### config.mk
export PLATFORM = sky130hd
export DESIGN_NAME = reload_pwm_timer
export DESIGN_NICKNAME = d
export VERILOG_FILES = /design/src/design/reload_pwm_pkg.sv /design/src/design/reload_pwm_timer.sv
export VERILOG_INCLUDE_DIRS = /design/src /design/src/design
export SDC_FILE = /design/constraint.sdc
export NUM_CORES = 1
export LEC_CHECK = 0
export BUFFER_PORTS_ARGS = -buffer_cell sky130_fd_sc_hd__buf_2
export CORE_AREA = 4 4 167 169
export CTS_CLUSTER_SIZE = 10
export DETAILED_ROUTE_END_ITERATION = 10
export DIE_AREA = 0 0 171 173
export GPL_ROUTABILITY_DRIVEN = 0
export PLACE_DENSITY_LB_ADDON = 0.05
export SLEW_MARGIN = 20
export SYNTH_ARGS = -nofsm -noshare
export SYNTH_HDL_FRONTEND = slang
export SYNTH_SLANG_ARGS = --single-unit
### constraint.sdc
create_clock -name clk_i -period 5.64 [get_ports clk_i]
set_clock_uncertainty 0.2 [all_clocks]
set_input_delay 0.564 -clock clk_i [delete_from_list [all_inputs] [get_ports clk_i]]
set_output_delay 0.564 -clock clk_i [all_outputs]
set_load 0.02 [all_outputs]
### src/design/reload_pwm_defines.svh
// Register offsets, field positions, reset values and timing counts of the reload PWM timer.
// Behaviour
// - Force-reload bit always reads as zero
// - Force-reload loads reload value, clears prescaler
// - Overflow interrupt raised only when enabled
// - Overflow sets flag; status read clears it
// - Counter register reads live, writes load
// - Overflow reloads counter and sets polarity levels
// - Output-enable bits connect each channel's pin
// - Output high while counter not above compare
// - Polarity change inverts output at once
// - Duty register sets compare, reload first edge
// - Capture status upper two bits read zero
// - Edge select: zero falling, one rising
// - Capture interrupt enable gates each channel
// - Capture sets flag; data read clears it
// - Capture register holds latched counter value
// - All registers reset to zero
// - Shadow compare loaded from duty at overflow
// - Capture blocked until flag cleared by read
// - Divider field divides input clock by power of two
`ifndef RELOAD_PWM_DEFINES_SVH
`define RELOAD_PWM_DEFINES_SVH

`define IDX_DUTY_CH3     8'h31
`define IDX_DUTY_CH2     8'h32
`define IDX_DUTY_CH1     8'h33
`define IDX_DUTY_CH0     8'h34
`define IDX_WAVE_CTRL    8'h35
`define IDX_TIMER_CS     8'h36
`define IDX_COUNTER      8'h37
`define IDX_RELOAD       8'h38
`define IDX_CAPTURE_CS   8'h39
`define IDX_CAPTURE_CH1  8'h3a
`define IDX_CAPTURE_CH2  8'h3b

`define REG_RESET        8'h00
`define CS_EXT_CLK_BIT   7
`define CS_DIV_LSB       4
`define CS_RUN_BIT       3
`define CS_FORCE_BIT     2
`define CS_OVF_IE_BIT    1
`define CS_OVF_BIT       0
`define CAP_EDGE_LSB     4
`define CAP_IE_LSB       2
`define CAP_FLAG_LSB     0
`define COUNT_TOP        8'hff

`endif

### src/design/reload_pwm_pkg.sv
// Types shared by the reload PWM timer.
package reload_pwm_pkg;
    typedef logic [7:0] byte_t;
    typedef enum logic [1:0] {
        BUS_IDLE = 2'b01,
        BUS_ACK  = 2'b10
    } bus_state_t;
endpackage : reload_pwm_pkg

### src/design/reload_pwm_timer.sv
// Eight-bit auto-reload timer with four PWM outputs and two input captures.
//
// The Wishbone register port was decided locally.
`timescale 1ns/100ps
`default_nettype none
`include "reload_pwm_defines.svh"

module reload_pwm_timer
    import reload_pwm_pkg::*;
#(
    parameter int PWM_CHANNELS = 4,
    parameter int CAP_CHANNELS = 2
) (
    // Clock and reset.
    input  wire logic        clk_i,
    input  wire logic        rst_i,
    // Wishbone slave.
    input  wire logic        cyc_i,
    input  wire logic        stb_i,
    input  wire logic        we_i,
    input  wire logic [9:0]  adr_i,
    input  wire logic [3:0]  sel_i,
    input  wire logic [31:0] dat_i,
    output logic      [31:0] dat_o,
    output logic             ack_o,
    // External prescaler clock input.
    input  wire logic        ext_clock_i,
    // Capture inputs.
    input  wire logic [1:0]  capture_input_pin_i,
    // PWM pins.
    output logic      [3:0]  wave_output_pin_o,
    output logic      [3:0]  wave_output_pin_oe_o,
    // Interrupt requests.
    output logic             overflow_irq_o,
    output logic      [1:0]  capture_irq_o
);

    // The register map holds exactly four duty registers and two capture registers.
    generate
        if (PWM_CHANNELS != 4) begin : g_bad_pwm
            $error("reload_pwm_timer serves exactly four PWM channels.");
        end
        if (CAP_CHANNELS != 2) begin : g_bad_cap
            $error("reload_pwm_timer serves exactly two capture channels.");
        end
    endgenerate

    byte_t      duty_reg [4];
    byte_t      shadow_reg [4];
    byte_t      wave_ctrl_reg;
    byte_t      csr_reg;
    byte_t      counter_reg;
    byte_t      reload_reg;
    logic [5:0] cap_cs_reg;
    byte_t      capture_reg [2];
    logic [6:0] prescaler_reg;
    logic [1:0] ext_sync_reg;
    logic       ext_prev_reg;
    logic [1:0] cap_sync1_reg;
    logic [1:0] cap_sync2_reg;
    logic [1:0] cap_prev_reg;
    bus_state_t bus_state_reg;

    // Bus access decode; the register index is word address bits adr_i[7:2], and adr_i[9:8] are ignored.
    logic  req;
    logic  wr_en;
    logic  rd_en;
    byte_t idx;
    byte_t wdata;
    assign req   = cyc_i && stb_i && (bus_state_reg == BUS_IDLE);
    assign wr_en = req && we_i && sel_i[0];
    assign rd_en = req && !we_i;
    assign idx   = {2'b00, adr_i[7:2]};
    assign wdata = dat_i[7:0];

    function automatic logic hit(input byte_t a, input byte_t r);
        hit = (a == r);
    endfunction : hit

    // Per-register strobes, decoded once and shared by the register processes.
    logic       wr_counter;
    logic       wr_csr;
    logic       wr_wave;
    logic       wr_reload;
    logic       wr_cap_cs;
    logic       rd_csr;
    logic [1:0] rd_capture;
    assign wr_counter    = wr_en && hit(idx, `IDX_COUNTER);
    assign wr_csr        = wr_en && hit(idx, `IDX_TIMER_CS);
    assign wr_wave       = wr_en && hit(idx, `IDX_WAVE_CTRL);
    assign wr_reload     = wr_en && hit(idx, `IDX_RELOAD);
    assign wr_cap_cs     = wr_en && hit(idx, `IDX_CAPTURE_CS);
    assign rd_csr        = rd_en && hit(idx, `IDX_TIMER_CS);
    assign rd_capture[0] = rd_en && hit(idx, `IDX_CAPTURE_CH1);
    assign rd_capture[1] = rd_en && hit(idx, `IDX_CAPTURE_CH2);

    // Prescaler tick selection from the selected input clock.
    logic       input_tick;
    logic       count_tick;
    logic       overflow;
    logic       force_wr;
    logic [6:0] div_mask;
    logic [2:0] div_sel;
    assign div_sel    = csr_reg[`CS_DIV_LSB +: 3];
    assign input_tick = csr_reg[`CS_EXT_CLK_BIT] ? (ext_sync_reg[1] && !ext_prev_reg) : 1'b1;
    assign div_mask   = 7'(({7'h00, 1'b1} << div_sel) - 8'h01);
    assign count_tick = csr_reg[`CS_RUN_BIT] && input_tick
                        && ((prescaler_reg & div_mask) == div_mask);
    assign overflow   = count_tick && (counter_reg == `COUNT_TOP);
    assign force_wr   = wr_csr && wdata[`CS_FORCE_BIT];

    // External clock synchroniser; reset fills it with the pin level so no false edge follows.
    always_ff @(posedge clk_i) begin
        if (rst_i) begin
            ext_sync_reg <= {2{ext_clock_i}};
            ext_prev_reg <= ext_clock_i;
        end else begin
            ext_sync_reg <= {ext_sync_reg[0], ext_clock_i};
            ext_prev_reg <= ext_sync_reg[1];
        end
    end

    // Prescaler counts selected input ticks and restarts on any counter initialisation.
    always_ff @(posedge clk_i) begin
        if (rst_i) begin
            prescaler_reg <= 7'h00;
        end else if (force_wr || wr_counter) begin
            prescaler_reg <= 7'h00;
        end else if (csr_reg[`CS_RUN_BIT] && input_tick) begin
            prescaler_reg <= prescaler_reg + 7'h01;
        end
    end

    // Counter: software load, forced reload, overflow reload, then increment.
    always_ff @(posedge clk_i) begin
        if (rst_i) begin
            counter_reg <= `REG_RESET;
        end else if (wr_counter) begin
            counter_reg <= wdata;
        end else if (force_wr) begin
            counter_reg <= reload_reg;
        end else if (overflow) begin
            counter_reg <= reload_reg;
        end else if (count_tick) begin
            counter_reg <= counter_reg + 8'h01;
        end
    end

    // Control fields of the control/status register; the force bit is never stored.
    always_ff @(posedge clk_i) begin
        if (rst_i) begin
            csr_reg[7:1] <= 7'h00;
        end else begin
            if (wr_csr) begin
                csr_reg[7:3]            <= wdata[7:3];
                csr_reg[`CS_OVF_IE_BIT] <= wdata[`CS_OVF_IE_BIT];
            end
            csr_reg[`CS_FORCE_BIT] <= 1'b0;
        end
    end

    // Overflow flag; a set in the same cycle wins over the read clear.
    always_ff @(posedge clk_i) begin
        if (rst_i) begin
            csr_reg[`CS_OVF_BIT] <= 1'b0;
        end else if (overflow) begin
            csr_reg[`CS_OVF_BIT] <= 1'b1;
        end else if (rd_csr) begin
            csr_reg[`CS_OVF_BIT] <= 1'b0;
        end
    end

    // Output enables and polarities.
    always_ff @(posedge clk_i) begin
        if (rst_i) begin
            wave_ctrl_reg <= `REG_RESET;
        end else if (wr_wave) begin
            wave_ctrl_reg <= wdata;
        end
    end

    // Auto-reload value.
    always_ff @(posedge clk_i) begin
        if (rst_i) begin
            reload_reg <= `REG_RESET;
        end else if (wr_reload) begin
            reload_reg <= wdata;
        end
    end

    // Duty registers, shadow compares and pin levels, one set per channel.
    genvar ch;
    generate
        for (ch = 0; ch < 4; ch++) begin : g_pwm
            // Software-visible duty register.
            always_ff @(posedge clk_i) begin
                if (rst_i) begin
                    duty_reg[ch] <= `REG_RESET;
                end else if (wr_en && hit(idx, 8'(`IDX_DUTY_CH0 - ch))) begin
                    duty_reg[ch] <= wdata;
                end
            end
            // Shadow compare, loaded only at reload so duty changes stay glitch-free.
            always_ff @(posedge clk_i) begin
                if (rst_i) begin
                    shadow_reg[ch] <= `REG_RESET;
                end else if (overflow || force_wr) begin
                    shadow_reg[ch] <= duty_reg[ch];
                end
            end
            // Level follows counter against compare; polarity applies live.
            always_ff @(posedge clk_i) begin
                if (rst_i) begin
                    wave_output_pin_o[ch] <= 1'b0;
                end else if (overflow) begin
                    wave_output_pin_o[ch] <= (reload_reg <= duty_reg[ch])
                                             ^ wave_ctrl_reg[ch];
                end else begin
                    wave_output_pin_o[ch] <= (counter_reg <= shadow_reg[ch])
                                             ^ wave_ctrl_reg[ch];
                end
            end
            assign wave_output_pin_oe_o[ch] = wave_ctrl_reg[4 + ch];
        end
    endgenerate

    // Capture channels: sync, edge detect, latch, flag.
    // Reset fills the chain with the pin levels so an idle-high pin gives no false edge.
    always_ff @(posedge clk_i) begin
        if (rst_i) begin
            cap_sync1_reg <= capture_input_pin_i;
            cap_sync2_reg <= capture_input_pin_i;
            cap_prev_reg  <= capture_input_pin_i;
        end else begin
            cap_sync1_reg <= capture_input_pin_i;
            cap_sync2_reg <= cap_sync1_reg;
            cap_prev_reg  <= cap_sync2_reg;
        end
    end

    always_ff @(posedge clk_i) begin
        if (rst_i) begin
            cap_cs_reg[5:2] <= 4'h0;
        end else if (wr_cap_cs) begin
            cap_cs_reg[5:2] <= wdata[5:2];
        end
    end

    generate
        for (ch = 0; ch < 2; ch++) begin : g_cap
            logic edge_seen;
            logic capture_take;
            assign edge_seen = cap_cs_reg[`CAP_EDGE_LSB + ch]
                               ? (cap_sync2_reg[ch] && !cap_prev_reg[ch])
                               : (!cap_sync2_reg[ch] && cap_prev_reg[ch]);
            assign capture_take = edge_seen && !cap_cs_reg[`CAP_FLAG_LSB + ch];
            // Latched counter value; held while the flag blocks new captures.
            always_ff @(posedge clk_i) begin
                if (rst_i) begin
                    capture_reg[ch] <= `REG_RESET;
                end else if (capture_take) begin
                    capture_reg[ch] <= counter_reg;
                end
            end
            // Capture flag, cleared by reading this channel's capture register.
            always_ff @(posedge clk_i) begin
                if (rst_i) begin
                    cap_cs_reg[ch] <= 1'b0;
                end else if (capture_take) begin
                    cap_cs_reg[ch] <= 1'b1;
                end else if (rd_capture[ch]) begin
                    cap_cs_reg[ch] <= 1'b0;
                end
            end
            assign capture_irq_o[ch] = cap_cs_reg[ch] && cap_cs_reg[`CAP_IE_LSB + ch];
        end
    endgenerate

    assign overflow_irq_o = csr_reg[`CS_OVF_BIT] && csr_reg[`CS_OVF_IE_BIT];

    // Read multiplexer and one-cycle acknowledge.
    byte_t rd_value;
    always_comb begin
        rd_value = 8'h00;
        if (hit(idx, `IDX_DUTY_CH3)) begin
            rd_value = duty_reg[3];
        end else if (hit(idx, `IDX_DUTY_CH2)) begin
            rd_value = duty_reg[2];
        end else if (hit(idx, `IDX_DUTY_CH1)) begin
            rd_value = duty_reg[1];
        end else if (hit(idx, `IDX_DUTY_CH0)) begin
            rd_value = duty_reg[0];
        end else if (hit(idx, `IDX_WAVE_CTRL)) begin
            rd_value = wave_ctrl_reg;
        end else if (hit(idx, `IDX_TIMER_CS)) begin
            rd_value = csr_reg & 8'hfb;
        end else if (hit(idx, `IDX_COUNTER)) begin
            rd_value = counter_reg;
        end else if (hit(idx, `IDX_RELOAD)) begin
            rd_value = reload_reg;
        end else if (hit(idx, `IDX_CAPTURE_CS)) begin
            rd_value = {2'b00, cap_cs_reg};
        end else if (hit(idx, `IDX_CAPTURE_CH1)) begin
            rd_value = capture_reg[0];
        end else if (hit(idx, `IDX_CAPTURE_CH2)) begin
            rd_value = capture_reg[1];
        end
    end

    // Bus state: one answered cycle, then a forced idle cycle.
    always_ff @(posedge clk_i) begin
        if (rst_i) begin
            bus_state_reg <= BUS_IDLE;
        end else begin
            case (bus_state_reg)
                BUS_IDLE: begin
                    if (req) begin
                        bus_state_reg <= BUS_ACK;
                    end
                end
                BUS_ACK: begin
                    bus_state_reg <= BUS_IDLE;
                end
                default: begin
                    bus_state_reg <= BUS_IDLE;
                end
            endcase
        end
    end

    // Acknowledge pulses for one cycle after a request is taken.
    always_ff @(posedge clk_i) begin
        if (rst_i) begin
            ack_o <= 1'b0;
        end else begin
            ack_o <= req;
        end
    end

    // Read data is captured with the request and held until the next access.
    always_ff @(posedge clk_i) begin
        if (rst_i) begin
            dat_o <= 32'h0000_0000;
        end else if (req) begin
            dat_o <= {24'h00_0000, rd_value};
        end
    end

endmodule : reload_pwm_timer
`default_nettype wire

==> flow_summary.yaml <==
clock_tree:
  maximum_count_of_clock_buffers_along_a_single_path: 2
  cts_buffers: 17
  cts.clk_slew.worst_paths_ns: 0.07
  ctsHoldBuffers: 0
  setup_bufs_post_cts: 0
  cts.sinks: 148
  post_cts.resized_instances: 0
  cts.htree.levels: 4
  clock_root_buffer: "sky130_fd_sc_hd__clkbuf_16"
  cts_tree: "built"
  worstSkewPairLatency_ns: 0.43
logic_synthesis:
  synth_edf_count: 80
  asyncSetResetFlopFracSynth_pct: 0
  postSynth.topFlopCell: "sky130_fd_sc_hd__edfxtp_1"
  dominant_cell_by_count_in_the_synthesized_netlist: "sky130_fd_sc_hd__edfxtp_1"
  yosysTopAreaCell: "sky130_fd_sc_hd__edfxtp_1"
  netlist_area_um2: 8620
  synth_cells: 862
  syn_avg_cell_area_um2: 10.0
  yosysUniqueCellTypes: 71
  synth_largest_type_area_fraction_pct: 27.9
  ys_top_cells_by_count: "80 x sky130_fd_sc_hd__edfxtp_1, 77 x sky130_fd_sc_hd__nor2_1, 73 x sky130_fd_sc_hd__inv_1, 68 x sky130_fd_sc_hd__dfxtp_1, 66 x sky130_fd_sc_hd__ha_1"
  yosysWarningCount: 0
  netlist_top_cells_area: "sky130_fd_sc_hd__edfxtp_1 28%, sky130_fd_sc_hd__dfxtp_1 16%, sky130_fd_sc_hd__ha_1 9.6%, sky130_fd_sc_hd__mux2i_1 4.4%, sky130_fd_sc_hd__and2_1 3.7%"
  ys_seq_elements: 148
  seq_area_frac_synth_pct: 43.7
critical_path:
  setup.worst_path.start_class: "register"
  worst_path_max_delay_cell: "sky130_fd_sc_hd__dfxtp_1"
  r2r_slack_ns: 2.37
  timing.critical_path.arrival_ns: 3.14
  regToRegStartpoint: "counter_reg[1]"
  largest_fanout_on_the_critical_path: 32
  cpPeakStageDelay_ns: 0.71
  worstSetupPathType: "register to register"
  worst_r2r_path_depth: 6
  path_cells: "ha_1 -> nand3_1 -> a2111oi_4 -> and4_2 -> or3_1 -> buf_4"
  capture_point_of_the_worst_reg_to_reg_path: "shadow_reg[0][1]"
  worstPathRequired_ns: 5.51
  end_kind: "register"
min_path:
  whs_endpoint: "cap_sync1_reg[0]"
  min_from: "capture_input_pin_i[0]"
  min-delay-path-class: "input pin to register"
  worstHoldPathCells: 1
floorplan:
  chipHeight_um: 173
  floorplan.initialDensity_pct: 32.4
  die_x_um: 171
  floorplan.core_area_um2: 26600
  total_number_of_placement_rows: 60
  fp.dieArea_um2: 29600
  io_pins: 98
finish:
  fillCellCount: 2738
  finalNonFillerCells: 1239
  final_nets: 1005
  drive_gt1_share_pct: 12.1
  final_antenna_diode_count: 0
  area.growth.synth_to_final_pct: 10.8
grt:
  groute.usage.overall_pct: 18.9
  first_global_vias: 6502
  grt_pass1_wl_um: 41900
  sum_of_overflow_across_all_layers_after_global_routing: 0
  grt_antenna_before_repair: 0
  grt_start_max_net_pins: 89
drt:
  drtAntennaViolNets: 0
  detail_route.wl_per_cell_um: 22.4
  via_per_inst: 5.26
  initialDrtViolationCount: 426
  first_pass_iters: 7
  via_count: 6520
  remaining_routing_drc_violations: 0
  wl_um: 27800
sta:
  slew_headroom_pct: 35.3
  setup_total_negative_slack_ns: 0
  min_period_over_period_pct: 57.9
  hold_viol_final: 0
  finalWorstPathRequiredPeriod_ns: 3.27
  final-max-slew-violation-count: 0
  grt_setup_unrepaired: "no"
  worst-slew-pin-transition_ns: 0.968
  max_freq_mhz: 306
  setup_viol_count_final: 0
pwr:
  cellLeakagePower_uw: 0.00383
  irDropWorstVdd_v: 0.000141
  power_density_over_the_cells_nw_per_um2: 260
job:
  maxCapViolCount: 0
placement:
  placed_cells: 1207
  port-buffer-count: 42
  detailedPlacementHpwl_um: 20300
outcome:
  outcome: "finished clean"
==> kinds of logic after synthesis <==
group	after synthesis	share of synthesized area, %
and+or+nand+nor	290	18.1
AOI/OAI and AO/OA	158	12.9
DFF	148	43.7
buffers and inverters	136	7.55
adders and majority gates	66	9.58
muxes	51	6.94
xor gates and xnor gates	12	1.22
other	1	0.0435
==> layout by cell type (no fill, tap or decap), types with 25 or more instances in the layout <==
cell type / n
sky130_fd_sc_hd__inv_1: 73
sky130_fd_sc_hd__and2_1: 51
sky130_fd_sc_hd__nor2_1: 77
sky130_fd_sc_hd__nand3_1: 25
sky130_fd_sc_hd__a21oi_1: 49
sky130_fd_sc_hd__nor3_1: 41
sky130_fd_sc_hd__nand2_1: 31
sky130_fd_sc_hd__edfxtp_1: 80
sky130_fd_sc_hd__mux2i_1: 38
sky130_fd_sc_hd__dfxtp_1: 68
sky130_fd_sc_hd__ha_1: 66
sky130_fd_sc_hd__buf_2: 41
==> power breakdown <==
group          switching, uW  total, uW  internal [uW]  leakage [uW]
clock network            523       1110            588      0.000276
registers               19.6       1190           1170       0.00139
logic                    133        184           50.8       0.00217
total                    676       2480           1810       0.00383
==> layer usage <==
layer	global-route usage, %	wire, um
met4	4.99	432
met3	2.88	1140
met2	29.8	12800
met1	27.2	13400
met5	0	0
==> how the worst max path moves through the flow <==
stage	startpoint	endpoint	cells after the start
2_1_floorplan	counter_reg[1]	shadow_reg[0][0]	5
3_3_place_gp	counter_reg[1]	shadow_reg[2][2]	6
3_5_place_dp	counter_reg[2]	shadow_reg[2][6]	5
4_1_cts	counter_reg[2]	shadow_reg[2][7]	5
5_1_grt	counter_reg[1]	shadow_reg[0][4]	6
6_report	counter_reg[1]	shadow_reg[0][1]	6
==> cell type report <==
class	count	area [um2]	share of cell area (%)
multi-input combinational	601	4290	45.0
sequential	148	3760	39.4
clock buffer	18	429	4.49
tap	341	427	4.47
inverter	73	274	2.87
timing repair buffer	44	228	2.38
clock inverter	14	134	1.40
==> stage by stage <==
step                total power, uW  utilization, %  hold WS, ns  area, um2  worst slack [ns]
finish                         2480            35.9       0.0489       9550              2.37
global route                   2580            35.9       0.0323       9550              2.22
CTS                            2510            35.9       0.0277       9550              2.32
detailed placement             1400            33.8        0.236       8990              2.35
global placement               1390            33.8        0.222       8990              2.32
floorplan                      1340               -        0.215       8710              2.75
==> critical path, delay by kind of cell, from the launching register on <==
| family | cells | cell delay, ns |
|---|---|---|
| compound gates | 1 | 0.44 |
| fa+ha+maj | 1 | 0.37 |
| buf+inv | 1 | 0.38 |
| flops | 1 | 0.71 |
| simple gates | 3 | 0.78 |
No activity file was read; power rests on OpenSTA's default activity.
